[src/core/pioc_pkg.sv]
// Package with register map, reset values and carriers of the parallel I/O controller.
package pioc_pkg;

  // ****************************************
  // Widths and register offsets
  // ****************************************
  localparam int unsigned NLINES = 32;         // Number of I/O lines.
  localparam int unsigned ADDR_W = 8;          // Byte address width of the map.
  localparam logic [7:0] OFS_CSEL_SET  = 8'h00; // controller_select_set
  localparam logic [7:0] OFS_PSEL_SET  = 8'h04; // peripheral_select_set
  localparam logic [7:0] OFS_OWNER     = 8'h08; // owner_status
  localparam logic [7:0] OFS_OE_SET    = 8'h10; // output_enable_set
  localparam logic [7:0] OFS_OE_CLR    = 8'h14; // output_enable_clear
  localparam logic [7:0] OFS_OE_STAT   = 8'h18; // output_enable_status
  localparam logic [7:0] OFS_GF_SET    = 8'h20; // glitch_filter_set
  localparam logic [7:0] OFS_GF_CLR    = 8'h24; // glitch_filter_clear
  localparam logic [7:0] OFS_GF_STAT   = 8'h28; // glitch_filter_status
  localparam logic [7:0] OFS_LVL_SET   = 8'h30; // output_level_set
  localparam logic [7:0] OFS_LVL_CLR   = 8'h34; // output_level_clear
  localparam logic [7:0] OFS_LVL_STAT  = 8'h38; // output_level_status
  localparam logic [7:0] OFS_PIN_STAT  = 8'h3C; // pin_level_status
  localparam logic [7:0] OFS_IRQ_UNM   = 8'h40; // change_irq_unmask
  localparam logic [7:0] OFS_IRQ_MSK   = 8'h44; // change_irq_mask
  localparam logic [7:0] OFS_MSK_STAT  = 8'h48; // change_irq_mask_status
  localparam logic [7:0] OFS_EVT_STAT  = 8'h4C; // change_event_status

  // ****************************************
  // Reset values and line classes
  // ****************************************
  localparam logic [31:0] OWNER_RST = 32'h01FF_FFFF; // Lines 0..24 controller-owned.
  localparam logic [31:0] DEDICATED = 32'h018F_0000; // Lines 16..19, 23, 24.
  localparam logic [31:0] LINE_MASK = 32'hFFFF_FFFF; // Lines that exist.
  localparam logic [31:0] ZERO_RST  = 32'h0000_0000; // Other registers.
  localparam logic [1:0]  RESP_OKAY   = 2'b00;       // AXI OKAY.
  localparam logic [1:0]  RESP_SLVERR = 2'b10;       // AXI SLVERR.

  // ****************************************
  // Carriers between bus front end and core
  // ****************************************
  typedef struct packed {
    logic              go;   // One-cycle write strobe.
    logic [ADDR_W-1:0] addr; // Byte address.
    logic [31:0]       data; // Write data.
    logic [3:0]        strb; // Byte enables.
  } pioc_wr_t;

  typedef struct packed {
    logic              go;   // One-cycle read strobe.
    logic [ADDR_W-1:0] addr; // Byte address.
  } pioc_rd_t;

  typedef struct packed {
    logic [31:0] data; // Read data for rd.addr.
    logic        rerr; // Read address unmapped.
    logic        werr; // Write address unmapped.
  } pioc_rsp_t;

endpackage

[src/core/pioc_top.sv]
// Top of the 32-line parallel I/O controller with pin multiplexing and change events.
//
// Register access over AXI4-Lite and the placing of the registers were left to the implementer.
`timescale 1ns/10ps

// Function
// RL1: 32 lines, one bit each per register.
// RL2: Dedicated lines ignore select writes, read owned.
// RL3: Select writes move ownership; status shows owner.
// RL4: Controller-owned line feeds peripheral input zero.
// RL5: Reset: lines 0-24 controller inputs, rest peripheral.
// RL6: Output enable set/clear, status reads back.
// RL7: Stored enable drives pin only when owned.
// RL8: Level set/clear drives owned output, status reads.
// RL9: Owned line without enable is not driven.
// RL10: Peripheral-owned line takes peripheral value and enable.
// RL11: Pin status always returns actual pin level.
// RL12: Filter set/clear, status shows active filters.
// RL13: Filter works under either owner.
// RL14: Irq unmask/mask writes, mask status reads back.
// RL15: Any level change sets event bit.
// RL16: Interrupt output when unmasked event bit set.
// RL17: Event status read returns then clears all.
// RL18: Nonexistent line bits ignore writes, read zero.
// RL19: Bit positions map timers, interrupts, serial ports.
// RL20: Event status cleared by reset.
// RL21: Inputs double-synchronised; filter drops one-cycle pulses.
// RL22: Set and clear act in same write.
module pioc_top (
  input  wire logic                        aclk,
  input  wire logic                        aresetn,
  input  wire logic [pioc_pkg::ADDR_W-1:0] s_axi_awaddr,
  input  wire logic                        s_axi_awvalid,
  output logic                             s_axi_awready,
  input  wire logic [31:0]                 s_axi_wdata,
  input  wire logic [3:0]                  s_axi_wstrb,
  input  wire logic                        s_axi_wvalid,
  output logic                             s_axi_wready,
  output logic [1:0]                       s_axi_bresp,
  output logic                             s_axi_bvalid,
  input  wire logic                        s_axi_bready,
  input  wire logic [pioc_pkg::ADDR_W-1:0] s_axi_araddr,
  input  wire logic                        s_axi_arvalid,
  output logic                             s_axi_arready,
  output logic [31:0]                      s_axi_rdata,
  output logic [1:0]                       s_axi_rresp,
  output logic                             s_axi_rvalid,
  input  wire logic                        s_axi_rready,
  input  wire logic [31:0]                 pin_in,
  output logic      [31:0]                 pin_out,
  output logic      [31:0]                 pin_oe,
  input  wire logic [31:0]                 periph_out,
  input  wire logic [31:0]                 periph_oe,
  output logic      [31:0]                 periph_in,
  output logic                             irq
);
  import pioc_pkg::*;

  // ****************************************
  // Functions
  // ****************************************

  // Expands byte enables into a bit mask; lanes without strobe write nothing.
  function automatic logic [31:0] lane_mask(input logic [3:0] s);
    logic [31:0] m;
    m = '0;
    for (int i = 0; i < 4; i++)
    begin
      m[8*i +: 8] = {8{s[i]}};
    end
    return m;
  endfunction

  // Returns the write-one vector when the strobe hits the given offset.
  function automatic logic [31:0] hit(input pioc_wr_t w, input logic [7:0] ofs,
                                      input logic [31:0] m);
    return (w.go && (w.addr == ofs)) ? m : ZERO_RST;
  endfunction

  // Applies a write-one set and a write-one clear in the same cycle.
  function automatic logic [31:0] set_clr(input logic [31:0] cur, input logic [31:0] s,
                                          input logic [31:0] c);
    return (cur | s) & ~c;
  endfunction

  // Tells whether a byte address belongs to the register map.
  function automatic logic mapped(input logic [ADDR_W-1:0] a);
    logic r;
    r = 1'b0;
    case (a)
      OFS_CSEL_SET, OFS_PSEL_SET, OFS_OWNER,
      OFS_OE_SET, OFS_OE_CLR, OFS_OE_STAT,
      OFS_GF_SET, OFS_GF_CLR, OFS_GF_STAT,
      OFS_LVL_SET, OFS_LVL_CLR, OFS_LVL_STAT, OFS_PIN_STAT,
      OFS_IRQ_UNM, OFS_IRQ_MSK, OFS_MSK_STAT, OFS_EVT_STAT: r = 1'b1;
      default: r = 1'b0;
    endcase
    return r;
  endfunction

  // ****************************************
  // Declarations
  // ****************************************
  pioc_wr_t    wr;                   // Write strobe from the bus front end.
  pioc_rd_t    rd;                   // Read strobe from the bus front end.
  pioc_rsp_t   rsp;                  // Read data and decode answers.
  logic [31:0] pin_raw;              // Synchronised pin levels.
  logic [31:0] line_lvl;             // Synchronised and optionally filtered levels.
  logic [31:0] wmask;                // Write data gated by strobes and existing lines.

  logic [31:0] owner_r, owner_nxt;   // 1 = controller owns the line.
  logic [31:0] oe_r, oe_nxt;         // Stored output enables.
  logic [31:0] gf_r, gf_nxt;         // Active glitch filters.
  logic [31:0] lvl_r, lvl_nxt;       // Programmed output levels.
  logic [31:0] msk_r, msk_nxt;       // 1 = change interrupt enabled.
  logic [31:0] evt_r, evt_nxt;       // Sticky change events.
  logic [31:0] prev_r, prev_nxt;     // Line level one cycle ago.
  logic [31:0] pout_r, pout_nxt;     // Registered pin output value.
  logic [31:0] poe_r, poe_nxt;       // Registered pin output enable.
  logic [31:0] pin_r, pin_nxt;       // Registered peripheral input.
  logic        irq_r, irq_nxt;       // Registered interrupt output.

  // ****************************************
  // Bus front end and input conditioning
  // ****************************************

  // The bus slave handles all handshakes and hands one strobe per access.
  pioc_axil u_axil (
    .aclk          (aclk),
    .aresetn       (aresetn),
    .s_axi_awaddr  (s_axi_awaddr),
    .s_axi_awvalid (s_axi_awvalid),
    .s_axi_awready (s_axi_awready),
    .s_axi_wdata   (s_axi_wdata),
    .s_axi_wstrb   (s_axi_wstrb),
    .s_axi_wvalid  (s_axi_wvalid),
    .s_axi_wready  (s_axi_wready),
    .s_axi_bresp   (s_axi_bresp),
    .s_axi_bvalid  (s_axi_bvalid),
    .s_axi_bready  (s_axi_bready),
    .s_axi_araddr  (s_axi_araddr),
    .s_axi_arvalid (s_axi_arvalid),
    .s_axi_arready (s_axi_arready),
    .s_axi_rdata   (s_axi_rdata),
    .s_axi_rresp   (s_axi_rresp),
    .s_axi_rvalid  (s_axi_rvalid),
    .s_axi_rready  (s_axi_rready),
    .wr            (wr),
    .rd            (rd),
    .rsp           (rsp)
  );

  // Every pin is synchronised whatever its owner, so the filter serves both.
  pioc_sync #(
    .W (NLINES)
  ) u_sync (
    .aclk    (aclk),
    .aresetn (aresetn),
    .pin_i   (pin_in),
    .filt_en (gf_r),
    .raw_o   (pin_raw),
    .line_o  (line_lvl)
  );

  // ****************************************
  // Register file
  // ****************************************

  // Write-one set and clear pairs; a zero bit leaves the state alone.
  always_comb
  begin
    wmask     = wr.data & lane_mask(wr.strb) & LINE_MASK;                      // RL18
    // Dedicated lines stay owned whatever is written.
    owner_nxt = set_clr(owner_r, hit(wr, OFS_CSEL_SET, wmask),
                        hit(wr, OFS_PSEL_SET, wmask)) | DEDICATED;              // RL2 RL3
    oe_nxt    = set_clr(oe_r, hit(wr, OFS_OE_SET, wmask),
                        hit(wr, OFS_OE_CLR, wmask));                            // RL6 RL22
    gf_nxt    = set_clr(gf_r, hit(wr, OFS_GF_SET, wmask),
                        hit(wr, OFS_GF_CLR, wmask));                            // RL12
    // The level is kept even while the line is an input or peripheral-owned.
    lvl_nxt   = set_clr(lvl_r, hit(wr, OFS_LVL_SET, wmask),
                        hit(wr, OFS_LVL_CLR, wmask));                           // RL8
    msk_nxt   = set_clr(msk_r, hit(wr, OFS_IRQ_UNM, wmask),
                        hit(wr, OFS_IRQ_MSK, wmask));                           // RL14
  end

  // Read decode; write-only offsets read zero, unmapped ones answer with an error.
  always_comb
  begin
    rsp.data = ZERO_RST;
    rsp.rerr = ~mapped(rd.addr);
    rsp.werr = ~mapped(wr.addr);
    case (rd.addr)
      OFS_OWNER:    rsp.data = owner_r | DEDICATED;                             // RL2 RL3
      OFS_OE_STAT:  rsp.data = oe_r;                                            // RL6
      OFS_GF_STAT:  rsp.data = gf_r;                                            // RL12
      OFS_LVL_STAT: rsp.data = lvl_r;                                           // RL8
      OFS_PIN_STAT: rsp.data = pin_raw;                                         // RL11
      OFS_MSK_STAT: rsp.data = msk_r;                                           // RL14
      OFS_EVT_STAT: rsp.data = evt_r;                                           // RL17
      default:      rsp.data = ZERO_RST;
    endcase
    rsp.data = rsp.data & LINE_MASK;                                            // RL1 RL18
  end

  // ****************************************
  // Change events and interrupt
  // ****************************************

  // A change in the clearing read cycle still lands, so no event is lost.
  always_comb
  begin
    prev_nxt = line_lvl;
    evt_nxt  = evt_r;
    if (rd.go && (rd.addr == OFS_EVT_STAT))
    begin
      evt_nxt = ZERO_RST;                                                       // RL17
    end
    evt_nxt = evt_nxt | ((line_lvl ^ prev_r) & LINE_MASK);                      // RL15
    // Registered output, so the line follows the events one cycle late.
    irq_nxt = |(evt_r & msk_r);                                                 // RL16
  end

  // ****************************************
  // Pin multiplexer
  // ****************************************

  // Each bit selects between controller and peripheral by its owner bit alone.
  // Bits 0-8 are timer lines, 9-12 interrupt inputs, 13-15 and 20-22 serial.
  always_comb
  begin
    for (int i = 0; i < NLINES; i++)
    begin
      if (owner_r[i])
      begin
        pout_nxt[i] = lvl_r[i];                                                 // RL8
        poe_nxt[i]  = oe_r[i];                                                  // RL7 RL9
        pin_nxt[i]  = 1'b0;                                                     // RL4
      end
      else
      begin
        pout_nxt[i] = periph_out[i];                                            // RL10 RL19
        poe_nxt[i]  = periph_oe[i];                                             // RL10
        pin_nxt[i]  = line_lvl[i];                                              // RL13
      end
    end
  end

  // ****************************************
  // State registers
  // ****************************************

  // Synchronous reset puts lines 0-24 in controller input mode.
  always_ff @(posedge aclk)
  begin
    if (!aresetn)
    begin
      owner_r <= OWNER_RST;                                                     // RL5
      oe_r    <= ZERO_RST;                                                      // RL5
      gf_r    <= ZERO_RST;
      lvl_r   <= ZERO_RST;
      msk_r   <= ZERO_RST;
      evt_r   <= ZERO_RST;                                                      // RL20
      prev_r  <= ZERO_RST;
      pout_r  <= ZERO_RST;
      poe_r   <= ZERO_RST;
      pin_r   <= ZERO_RST;
      irq_r   <= 1'b0;
    end
    else
    begin
      owner_r <= owner_nxt;
      oe_r    <= oe_nxt;
      gf_r    <= gf_nxt;
      lvl_r   <= lvl_nxt;
      msk_r   <= msk_nxt;
      evt_r   <= evt_nxt;
      prev_r  <= prev_nxt;
      pout_r  <= pout_nxt;
      poe_r   <= poe_nxt;
      pin_r   <= pin_nxt;
      irq_r   <= irq_nxt;
    end
  end

  // Outputs come straight from the flops above.
  assign pin_out   = pout_r;
  assign pin_oe    = poe_r;
  assign periph_in = pin_r;
  assign irq       = irq_r;

endmodule // pioc_top

[src/core/pioc_sync.sv]
// Two-stage pin synchroniser with optional one-cycle glitch filter per line.
`timescale 1ns/10ps
module pioc_sync #(
  parameter int unsigned W = 32
) (
  input  wire logic         aclk,
  input  wire logic         aresetn,
  input  wire logic [W-1:0] pin_i,
  input  wire logic [W-1:0] filt_en,
  output logic      [W-1:0] raw_o,
  output logic      [W-1:0] line_o
);
  import pioc_pkg::*;

  genvar g;
  generate
    for (g = 0; g < W; g++)
    begin : g_line
      logic s1_r, s2_r, s3_r, f_r; // Sync stages, delayed copy, filtered level.
      logic f_nxt;                  // Next filtered level.

      // A level is accepted only after two equal samples, so one-cycle pulses die.
      always_comb
      begin
        f_nxt = s2_r;
        if (filt_en[g])
        begin
          f_nxt = (s2_r == s3_r) ? s2_r : f_r; // RL13 RL21
        end
      end

      // The first stage feeds the second stage and nothing else.
      always_ff @(posedge aclk)
      begin
        if (!aresetn)
        begin
          s1_r <= 1'b0;
          s2_r <= 1'b0;
          s3_r <= 1'b0;
          f_r  <= 1'b0;
        end
        else
        begin
          s1_r <= pin_i[g];    // RL21
          s2_r <= s1_r;
          s3_r <= s2_r;
          f_r  <= f_nxt;
        end
      end

      assign raw_o[g]  = s2_r;
      assign line_o[g] = f_r;
    end
  endgenerate

endmodule // pioc_sync

[src/core/pioc_axil.sv]
// AXI4-Lite slave front end that turns bus transfers into register strobes.
`timescale 1ns/10ps
module pioc_axil (
  input  wire logic                      aclk,
  input  wire logic                      aresetn,
  input  wire logic [pioc_pkg::ADDR_W-1:0] s_axi_awaddr,
  input  wire logic                      s_axi_awvalid,
  output logic                           s_axi_awready,
  input  wire logic [31:0]               s_axi_wdata,
  input  wire logic [3:0]                s_axi_wstrb,
  input  wire logic                      s_axi_wvalid,
  output logic                           s_axi_wready,
  output logic [1:0]                     s_axi_bresp,
  output logic                           s_axi_bvalid,
  input  wire logic                      s_axi_bready,
  input  wire logic [pioc_pkg::ADDR_W-1:0] s_axi_araddr,
  input  wire logic                      s_axi_arvalid,
  output logic                           s_axi_arready,
  output logic [31:0]                    s_axi_rdata,
  output logic [1:0]                     s_axi_rresp,
  output logic                           s_axi_rvalid,
  input  wire logic                      s_axi_rready,
  output pioc_pkg::pioc_wr_t             wr,
  output pioc_pkg::pioc_rd_t             rd,
  input  pioc_pkg::pioc_rsp_t            rsp
);
  import pioc_pkg::*;

  logic              awh_r, awh_nxt, wh_r, wh_nxt;   // Address / data held.
  logic              awr_r, awr_nxt, wr_r, wr_nxt;   // Ready flops.
  logic              bv_r, bv_nxt, arh_r, arh_nxt;   // Response / read pending.
  logic              arr_r, arr_nxt, rv_r, rv_nxt;
  logic [ADDR_W-1:0] wa_r, wa_nxt, ra_r, ra_nxt;
  logic [31:0]       wd_r, wd_nxt, rdat_r, rdat_nxt;
  logic [3:0]        ws_r, ws_nxt;
  logic [1:0]        br_r, br_nxt, rr_r, rr_nxt;

  // Address and data are taken in either order; the strobe waits for both.
  always_comb
  begin
    {awh_nxt, wh_nxt, bv_nxt, arh_nxt, rv_nxt} = {awh_r, wh_r, bv_r, arh_r, rv_r};
    {wa_nxt, wd_nxt, ws_nxt, br_nxt} = {wa_r, wd_r, ws_r, br_r};
    {ra_nxt, rdat_nxt, rr_nxt} = {ra_r, rdat_r, rr_r};
    wr = '{go: awh_r & wh_r & ~bv_r, addr: wa_r, data: wd_r, strb: ws_r};
    rd = '{go: arh_r & ~rv_r, addr: ra_r};
    if (s_axi_awvalid && awr_r)
    begin
      awh_nxt = 1'b1;
      wa_nxt  = s_axi_awaddr;
    end
    if (s_axi_wvalid && wr_r)
    begin
      wh_nxt = 1'b1;
      wd_nxt = s_axi_wdata;
      ws_nxt = s_axi_wstrb;
    end
    if (wr.go)
    begin
      {awh_nxt, wh_nxt, bv_nxt} = 3'b001;
      br_nxt = rsp.werr ? RESP_SLVERR : RESP_OKAY;
    end
    if (bv_r && s_axi_bready)
    begin
      bv_nxt = 1'b0;
    end
    if (s_axi_arvalid && arr_r)
    begin
      arh_nxt = 1'b1;
      ra_nxt  = s_axi_araddr;
    end
    if (rd.go)
    begin
      {arh_nxt, rv_nxt} = 2'b01;
      rdat_nxt = rsp.data;
      rr_nxt   = rsp.rerr ? RESP_SLVERR : RESP_OKAY;
    end
    if (rv_r && s_axi_rready)
    begin
      rv_nxt = 1'b0;
    end
    // Readies only open while nothing of that kind is in flight.
    awr_nxt = ~awh_nxt & ~bv_nxt;
    wr_nxt  = ~wh_nxt & ~bv_nxt;
    arr_nxt = ~arh_nxt & ~rv_nxt;
  end

  // Registered bus state; readies come up one cycle after reset release.
  always_ff @(posedge aclk)
  begin
    if (!aresetn)
    begin
      {awh_r, wh_r, bv_r, arh_r, rv_r} <= 5'b0_0000;
      {awr_r, wr_r, arr_r} <= 3'b000;
      {wa_r, ra_r} <= '0;
      {wd_r, rdat_r, ws_r, br_r, rr_r} <= '0;
    end
    else
    begin
      {awh_r, wh_r, bv_r, arh_r, rv_r} <= {awh_nxt, wh_nxt, bv_nxt, arh_nxt, rv_nxt};
      {awr_r, wr_r, arr_r} <= {awr_nxt, wr_nxt, arr_nxt};
      {wa_r, ra_r} <= {wa_nxt, ra_nxt};
      {wd_r, rdat_r, ws_r, br_r, rr_r} <= {wd_nxt, rdat_nxt, ws_nxt, br_nxt, rr_nxt};
    end
  end

  assign s_axi_awready = awr_r;
  assign s_axi_wready  = wr_r;
  assign s_axi_bvalid  = bv_r;
  assign s_axi_bresp   = br_r;
  assign s_axi_arready = arr_r;
  assign s_axi_rvalid  = rv_r;
  assign s_axi_rdata   = rdat_r;
  assign s_axi_rresp   = rr_r;

endmodule // pioc_axil

[config.mk]
export PLATFORM = sky130hd
export DESIGN_NAME = pioc_top
export DESIGN_NICKNAME = d
export VERILOG_FILES = /design/src/core/pioc_pkg.sv /design/src/core/pioc_top.sv /design/src/core/pioc_sync.sv /design/src/core/pioc_axil.sv
export SDC_FILE = /design/constraint.sdc
export NUM_CORES = 1
export LEC_CHECK = 0
export BUFFER_PORTS_ARGS = -buffer_cell sky130_fd_sc_hd__buf_2
export CORE_ASPECT_RATIO = 1.5
export CORE_UTILIZATION = 30
export CTS_CLUSTER_SIZE = 8
export DETAILED_ROUTE_END_ITERATION = 16
export PLACE_DENSITY = 0.47
export SLEW_MARGIN = 20
export SYNTH_ARGS = -nofsm -noshare
export SYNTH_HDL_FRONTEND = slang
export SYNTH_SLANG_ARGS = --single-unit
[constraint.sdc]
create_clock -name aclk -period 2 [get_ports aclk]
set_input_delay 0.3 -clock aclk [delete_from_list [all_inputs] [get_ports aclk]]
set_output_delay 0.3 -clock aclk [all_outputs]
set_load 0.03 [all_outputs]
# Word-level counts from Yosys, hierarchy flattened
# Cells that the tools add are included.
[totals]
out_inout_bits = 138
wordCells = 522
input_bits = 155
reg_bits = 545
[op_classes]
n_reduce_logical = 53
n_eq_ne = 96
n_mux = 154
bitwise_logic = 33
[ops]
columns = ["operator", "count"]
rows = [
  ["32-bit 2-to-1 mux", 11],
  ["32-bit AND", 7],
  ["32-bit one-hot mux with 7 select lines", 1],
  ["32-bit OR", 6],
  ["32-bit inverter", 5],
  ["1-bit 2-to-1 mux", 140],
  ["8-bit by 6-bit == test with 1-bit output, second input constant", 14],
  ["8-bit by 7-bit == test with 1-bit output, second input constant", 8],
  ["2-bit by 1-bit != test with 1-bit output, second input constant", 32],
  ["2-bit OR reduction", 32],
  ["8-bit by 5-bit == test with 1-bit output, second input constant", 6],
  ["17-bit OR reduction", 2],
  ["1-bit == test", 32],
  ["32-bit OR reduction", 1],
  ["32-bit bitwise XOR", 1],
  ["8-bit by 3-bit == test with 1-bit output, second input constant", 2],
  ["8-bit by 4-bit == test with 1-bit output, second input constant", 2],
  ["1-bit logical AND", 16],
  ["8-bit logical NOT", 2],
  ["1-bit inverter", 8],
  ["1-bit AND", 6],
  ["2-bit 2-to-1 mux", 2],
]

# Logic depth before layout (Yosys ltp)
# Gate-level depths: netlist of the first run.
[logic_depth]
word_depth = 6
ltp_mapped = 8

# Cells and area by module
# From an unflattened synthesis of the first run, not the netlist that was laid out.
[hier_totals]
cells_unflattened = 2208
hier_area_um2 = 21451.8
[by_module_without_submodules]
columns = ["mod", "area_each_um2", "seq_area_each_um2", "cells_per_inst", "instances"]
rows = [
  ["pioc_top", 13137.6, 6185.9, 1335, 1],
  ["pioc_sync", 4774.6, 2562.5, 466, 1],
  ["pioc_axil", 3539.6, 1881.8, 407, 1],
]

# Worst setup path before layout of the first run
# OpenSTA, ideal clock, no wires.
[synth_path]
path_type = "flip-flop to flip-flop"
startpoint = "reg u_axil.ra_r[2]"
endpoint = "reg u_axil.rdat_r[30], in the netlist u_axil.s_axi_rdata[30]"
arrival_ns = 1.954
setup_time_ns = 0.069
period_less_slack_ns = 2.023
n_path_buf = 3
path_slack_ns = -0.023
path_stages_with_launch = 9
path_cell_list = "dfxtp_1 buf_6 or4b_1 buf_2 nor3_4 a21oi_2 or3_4 buf_6 o21ai_1"
[synth_via]
elab_chain_len = 2
elab_cells_between_ends = 8
[synth_lines]
columns = ["element", "line_no", "text"]
rows = [
  ["start, declared", "pioc_axil.sv:33", "logic [ADDR_W-1:0] wa_r, wa_nxt, ra_r, ra_nxt;"],
  ["start signal, assigned", "pioc_axil.sv:101", "{wa_r, ra_r} <= {wa_nxt, ra_nxt};"],
  ["8-bit by 7-bit == test with 1-bit output (tied with other cells)", "pioc_top.sv:193", "case (rd.addr)"],
  ["32-bit one-hot mux with 7 select lines *", "pioc_top.sv:193", ""],
  ["end signal, assigned", "pioc_axil.sv:102", "{wd_r, rdat_r, ws_r, br_r, rr_r} <= {wd_nxt, rdat_nxt, ws_nxt, br_nxt, rr_nxt};"],
  ["end, declared", "pioc_axil.sv:34", "logic [31:0] wd_r, wd_nxt, rdat_r, rdat_nxt;"],
]
# Every way passes the cells marked *; elsewhere a longest branch is shown, timed or not.
# A chain may end at the register's enable or synchronous reset.

# Worst setup path in the final report of the first run
[layout_path]
startpoint = "reg u_axil.ra_r[0]"
endpoint = "reg u_axil.rdat_r[2], in the netlist u_axil.s_axi_rdata[2]"
# Same word-level chain as after synthesis.

==> results of run 1 <==
cells in the final DEF (no fill, tap or decap), types with 79 or more instances in the layout:
cell type	Yosys	layout
dfxtp_1	531	527
and2_1	141	139
nand2_1	230	229
o21ai_0	127	127
dlygate4sd3_1	0	128
mux2i_1	104	104
nor2_1	147	145
clkbuf_16	0	79
a21oi_1	165	165
buf_2	8	271
logic make-up after synthesis:
logic type	after synthesis	share of synthesized area, %
and+or+nand+nor	639	15.3
buffers and inverters	198	4.07
xor gates and xnor gates	32	1.40
DFF	531	53.1
other	1	0.0187
AOI/OAI and AO/OA	661	20.6
muxes	108	5.43
final cells by class:
cell class / count / area (um2)
clock buffer: 81 / 1980
multi-input combinational: 1448 / 8710
tap: 877 / 1100
fill: 6644 / 39300
clock inverter: 5 / 55.1
timing repair buffer: 509 / 3870
sequential: 531 / 10600
inverter: 39 / 151
timing repair:
| item | in CTS | in global routing |
|---|---|---|
| setup endpoints to repair | 31 | 137 |
| hold buffers | 128 | 0 |
| endpoints found under the hold margin | 128 | 0 |
| resized for setup | 18 | 17 |
| buffers inserted | 4 | 3 |
| pin swaps | 4 | 11 |
| gates cloned | 2 | 0 |
state kept, by name, summed over array words and instances (netlist names), 32 cells and up:
signal	cells
evt_r	32
u_sync.g_line.s3_r	32
prev_r	32
u_axil.s_axi_rdata	32
lvl_r	32
u_sync.g_line.s1_r	32
pin_oe	32
pin_out	32
u_axil.wd_r	32
oe_r	32
u_sync.g_line.s2_r	32
u_sync.g_line.f_r	32
msk_r	32
gf_r	32
routing by layer:
| metal | global-route usage (%) | up-vias | share of wire (%) |
|---|---|---|---|
| met2 | 38.7 | 665 | 50 |
| met1 | 27.1 | 8697 | 41 |
| met5 | 0 | - | 0 |
| met4 | 9.38 | 0 | 3.3 |
| met3 | 3.81 | 136 | 6.1 |
| li1 | - | 8492 | - |
synth_stat cells (all sizes together) (9+ instances only):
| cell type | instances |
|---|---|
| dfxtp | 531 |
| nand2 | 230 |
| o21ai | 175 |
| a21oi | 166 |
| nor2 | 147 |
| and2 | 141 |
| clkbuf | 130 |
| mux2i | 104 |
| o31ai | 66 |
| a31oi | 60 |
| o211ai | 52 |
| nand3 | 42 |
| inv | 39 |
| a21o | 32 |
| xor2 | 32 |
| buf | 29 |
| nor2b | 29 |
| a22oi | 25 |
| a22o | 20 |
| a311oi | 17 |
| a221oi | 16 |
| o22ai | 14 |
| nor3 | 9 |
power by group:
part           internal, mW  switching, mW  leakage (nW)
Combinational         0.676          0.913          5.39
Sequential             10.8          0.216          4.31
Clock                  6.93           4.60          1.00
Total                  18.4           5.73          10.7
how the worst min path moves through the flow:
stage                           from                    end  slack, ns  cells after the start
2_1_floorplan  u_sync.g_line[0].s1_r  u_sync.g_line[0].s2_r       0.41                      1
3_3_place_gp   u_sync.g_line[7].s1_r  u_sync.g_line[7].s2_r       0.42                      1
3_5_place_dp   u_sync.g_line[9].s1_r  u_sync.g_line[9].s2_r       0.42                      1
4_1_cts                 s_axi_bready    u_axil.s_axi_bvalid      0.003                      3
5_1_grt                 s_axi_bready    u_axil.s_axi_bvalid       0.03                      3
6_report                s_axi_bready    u_axil.s_axi_bvalid       0.02                      3
metrics by stage:
stage | worst slack [ns] | utilization [%]
5_1_grt | -0.0279 | 40.3
3_5_place_dp | -0.0194 | 34.8
3_3_place_gp | -0.0189 | 34.8
6_report | 0.0474 | 40.3
4_1_cts | -0.0322 | 40.2
2_1_floorplan | -0.0228 | -
worst max-delay path: cells and delay by family, from the launching register on:
family          cells  cell delay [ns]
buf+inv             2             0.30
simple gates        3             1.09
flops               1             0.31
compound gates      2             0.17
==> metrics.csv, run 1 <==
stage;metric;value;unit
global_route;initial antenna violation count;0;
worst_setup_path;slowest stage delay, CP;0.55;ns
clock_network;clock latency on the worst-skew pair;0.62;ns
route;Detail Route Antenna Nets;0;
floorplanning;num rows;115;
route;Via Count;17990;
clock_network;CTS tree;yes;
synthesis;Synth top area share;53.1;%
floorplanning;Die H;318;um
worst_setup_path;worst-case reg-to-reg path depth;7;
floorplanning;io pins;293;
power;Lkg Pwr;10.7;nW
timing;hold_ws;0.0225;ns
synthesis;Mapped Avg Cell Area;9.22;um2
timing;final setup TNS;0;ns
clock_network;Reg clk slew, reported paths;0.05;ns
global_route;largest net degree at the start of global routing;84;
worst_setup_path;crit-path max FO;6;
worst_setup_path;worst setup path category;flop to flop;
timing;worst-margin pin slew;0.614;ns
floorplanning;die area;67700;um2
route;first drt pass iteration count;5;
synthesis;cell taking the most area after synthesis;dfxtp_1;
worst_setup_path;Critical Path Sink;u_axil.s_axi_rdata[2];
timing;fin crit period;1.95;ns
synthesis;Async SR Flop Fraction;0;%
synthesis;Synth cell types;57;
route;Initial DRC Count;1163;
worst_setup_path;Worst Path Required;2.54;ns
power;PD cells;912;nW/um2
power;worst vdd ir;0.609;mV
placement;DP Wirelength;51100;um
power;Final Power;24.2;mW
worst_setup_path;r2r endpoint;u_axil.s_axi_rdata[2];
route;WL final;76400;um
synthesis;dominant cells by area after synthesis;dfxtp_1, mux2i_1, and2_1, nand2_1, a21oi_1;
worst_setup_path;Worst R2R Start;u_axil.ra_r[0];
final_layout;diode count;0;
worst_setup_path;kind of end point of the critical path;flop;
global_route;grt ovf;0;
route;WL/cell;21.9;um
worst_setup_path;FF-to-FF setup slack;0.05;ns
global_route;overall routing resource usage;22.4;%
worst_setup_path;Worst Setup Start Kind;flop;
final_layout;Finished Cell Area;26500;um2
worst_setup_path;critical path launch point;u_axil.ra_r[0];
placement;routability cong.;0.831;
timing;final hold vios;0;
final_layout;Synth-to-Final Area Change;32.5;%
route;Vias/cell;5.15;
synthesis;Post-synth EDFFs;0;
timing;setup violators final;0;
synthesis;cells after synthesis;2170;
job;total of max-cap violations;0;
final_layout;layout cells sized above 1;19.6;%
placement;placed cells;3267;
worst_setup_path;worst path cell trace;or4b_4 -> nor3_4 -> a21oi_2 -> or3_4 -> buf_12 -> buf_12 -> o21ai_1;
clock_network;clock root cell;clkbuf_16;
worst_setup_path;most used cell, CP;buf_12;
route;DRC;0;
run_status;status;completed;
synthesis;synthesized area;20000;um2
synthesis;YS warnings;0;
timing;RSZ-0062 raised after global routing;yes;
synthesis;Post-synth top flop;dfxtp_1;
clock_network;H-tree Lvls;3;
synthesis;Yosys reg bits;531;
hold_path;Hold Crit Class;primary input to flop;
synthesis;Seq/Total Area, Yosys;53.1;%
global_route;vias in the first global route;17739;
clock_network;Sink Count;531;
timing;Slew HR;58.9;%
worst_setup_path;crit path DAT;2.49;ns
placement;PortBufs;272;
timing;Max Clock Freq;512;MHz
clock_network;total CTS buffers;76;
floorplanning;Starting Density;30.4;%
timing;Slew Limit Fails;0;
final_layout;Non-Filler Instances;3490;
clock_network;worst-case clock buffer depth;3;
placement;Area after DPL;22900;um2
timing;Tcrit/Tclk final;97.6;%
floorplanning;core box area;65800;um2
global_route;first-pass GRT wire length;113000;um
timing;clk_skew;0.0249;ns
final_layout;nets@finish;2760;
floorplanning;die width;213;um
worst_setup_path;CP max-delay cell;or4b_4;
Power figures use the tool's default switching activity.
==> run 2: changes to the inputs <==
--- a/config.mk
+++ b/config.mk
@@ -7,10 +7,10 @@
 export LEC_CHECK = 0
 export BUFFER_PORTS_ARGS = -buffer_cell sky130_fd_sc_hd__buf_2
 export CORE_ASPECT_RATIO = 1.5
-export CORE_UTILIZATION = 30
+export CORE_UTILIZATION = 51
 export CTS_CLUSTER_SIZE = 8
 export DETAILED_ROUTE_END_ITERATION = 16
-export PLACE_DENSITY = 0.47
+export PLACE_DENSITY = 0.73
 export SLEW_MARGIN = 20
 export SYNTH_ARGS = -nofsm -noshare
 export SYNTH_HDL_FRONTEND = slang
==> run 2 against run 1 <==
Global-route usage grew 11 points. Cell count decreased by 11%. Sequential share of layout area up 1.0 points. Core utilization is 27 points higher. Critical path type unchanged.
==> metrics.csv, run 2 (synthesized netlist as in run 1, its figures left out) <==
stage;metric;value;unit;change
clock_network;total CTS buffers;76;;unchanged
final_layout;multi-input logic area;8740;um2;+0.40%
route;DRC;0;;unchanged
worst_setup_path;kind of end point of the critical path;flop;;
hold_path;HP Start;s_axi_bready;;
route;first drt pass iteration count;6;;+1
global_route;grt ovf;0;;unchanged
placement;DP Wirelength;41700;um;-18%
route;WL/cell;21.6;um;-1.4%
final_layout;diode count;0;;unchanged
power;Final Power;24.1;mW;-0.39%
floorplanning;core box area;38500;um2;-41%
power;Power Internal;18.5;mW;+0.56%
run_status;status;completed;;
worst_setup_path;crit path DAT;2.45;ns;-0.04 ns
timing;clk_skew;0.0287;ns;+0.00380 ns
global_route;vias in the first global route;18278;;+3.0%
hold_path;Hold Crit Class;primary input to flop;;
power;worst vdd ir;0.640;mV;+5.0%
final_layout;leading cell type in the layout, fill and taps excluded;dfxtp_1;;
floorplanning;die width;164;um;-23%
global_route;overall routing resource usage;33.1;%;+11 points
final_layout;nets@finish;2743;;-0.62%
timing;RSZ-0062 raised after global routing;no;;
power;PD cells;931;nW/um2;+2.1%
clock_network;Sink Count;531;;unchanged
timing;fin crit period;1.92;ns;-0.0279 ns
placement;Area after DPL;22300;um2;-2.6%
timing;final setup TNS;0;ns;unchanged
clock_network;clock latency on the worst-skew pair;0.60;ns;-0.02 ns
clock_network;clock root cell;clkbuf_16;;
global_route;first-pass GRT wire length;101000;um;-10%
final_layout;most frequent cells in the layout;dfxtp_1, buf_2, nand2_1;;
floorplanning;Starting Density;51.9;%;+21 points
power;share of power burned in registers;45.9;%;+0.2 points
power;Gate power share;6.4;%;-0.2 points
power;sw power;5.53;mW;-3.5%
power;Lkg Pwr;10.6;nW;-1.0%
timing;Slew HR;51.3;%;-7.6 points
global_route;initial antenna violation count;0;;unchanged
final_layout;register area;10600;um2;about the same
floorplanning;io pins;293;;unchanged
power;Clock power frac;47.7;%;about the same
clock_network;CTS tree;yes;;
placement;PortBufs;272;;unchanged
timing;final hold vios;0;;unchanged
route;Vias/cell;5.97;;+16%
route;Via Count;18462;;+2.6%
worst_setup_path;Worst Path Required;2.53;ns;about the same
worst_setup_path;Worst Setup Start Kind;flop;;
clock_network;worst-case clock buffer depth;3;;unchanged
route;Initial DRC Count;1757;;+51%
timing;setup violators final;0;;unchanged
worst_setup_path;critical path launch point;u_axil.ra_r[5];;
clock_network;Reg clk slew, reported paths;0.05;ns;about the same
timing;Max Clock Freq;520;MHz;+1.5%
clock_network;H-tree Lvls;3;;unchanged
floorplanning;num rows;88;;-23%
worst_setup_path;Worst R2R Start;u_axil.ra_r[5];;
route;WL final;66600;um;-13%
timing;worst-margin pin slew;0.729;ns;+0.115 ns
job;total of max-cap violations;0;;unchanged
final_layout;Synth-to-Final Area Change;29.2;%;
final_layout;Finished Cell Area;25800;um2;-2.5%
global_route;largest net degree at the start of global routing;105;;+25%
worst_setup_path;FF-to-FF setup slack;0.08;ns;+0.03 ns
floorplanning;die area;40000;um2;-41%
placement;routability cong.;0.927;;+11%
worst_setup_path;crit-path max FO;9;;+3
final_layout;# fillers;2923;;-56%
timing;Slew Limit Fails;0;;unchanged
final_layout;layout cells sized above 1;19.4;%;-0.25 points
worst_setup_path;worst setup path category;flop to flop;;
route;Detail Route Antenna Nets;0;;unchanged
floorplanning;Die H;245;um;-23%
timing;Tcrit/Tclk final;96.2;%;-1.4 points
power;Net Sw Frac;23.0;%;-0.73 points
run 2: worst paths after layout:
check	endpoint	depth (start not counted)
min reg2reg	u_sync.g_line[31].s2_r	1
min	u_axil.s_axi_bvalid	3
max	u_axil.s_axi_rdata[8]	8
max reg2reg	u_axil.s_axi_rdata[8]	8
run 2: critical path, stage by stage (launching register included):
cell	delay (ns)
dfxtp_2	0.34
buf_4	0.17
buf_4	0.26
nor4bb_4	0.30
nand2_1	0.17
buf_4	0.22
o22ai_1	0.16
a21oi_1	0.08
o21ai_2	0.14
run 2: routing by layer:
| layer | track usage, % | up-vias | routed length, um |
|---|---|---|---|
| met5 | 0 | - | 0 |
| met4 | 23.9 | 0 | 4410 |
| met3 | 5.46 | 237 | 5110 |
| met2 | 55.0 | 963 | 32200 |
| met1 | 38.2 | 8809 | 24900 |
| li1 | - | 8453 | - |
run 2: metrics by stage:
stage	worst slack [ns]	utilization [%]	hold WS [ns]	cells
6_report	0.0753	67.1	0.0192	3090
5_1_grt	0.00633	67.1	0.0403	3090
2_1_floorplan	-0.0228	-	0.412	2177
4_1_cts	-0.0315	66.9	0.00262	3090
3_3_place_gp	0.0292	57.9	0.415	2875
3_5_place_dp	-0.0459	57.9	0.421	2875
run 2: power groups by stage:
| stage | combinational (mW) | clock, mW | sequential, mW |
|---|---|---|---|
| after floorplan | 0.730 | 0 | 11.2 |
| after global placement | 1.27 | 0 | 11.2 |
| after detailed placement | 1.28 | 0 | 11.2 |
| after CTS | 1.50 | 11.5 | 11.0 |
| after global routing | 1.65 | 12.0 | 11.1 |
| final | 1.54 | 11.5 | 11.1 |
run 2: what timing repair did:
action | 4_1_cts | 5_1_grt
hold buffers | 125 | 0
pin swaps | 13 | 6
gates resized for setup | 25 | 15
setup endpoints to repair | 33 | 62
cloned | 2 | 0
hold endpoints to repair | 125 | 0
buffers inserted | 4 | 0
run 2: final cells by class:
class / instances / area share [%]
Timing Repair Buffer: 492 / 14.1
Clock inverter: 5 / 0.310
Inverter: 39 / 0.586
Multi-Input combinational cell: 1448 / 33.8
Tap cell: 495 / 2.40
Clock buffer: 80 / 7.66
Sequential cell: 531 / 41.1
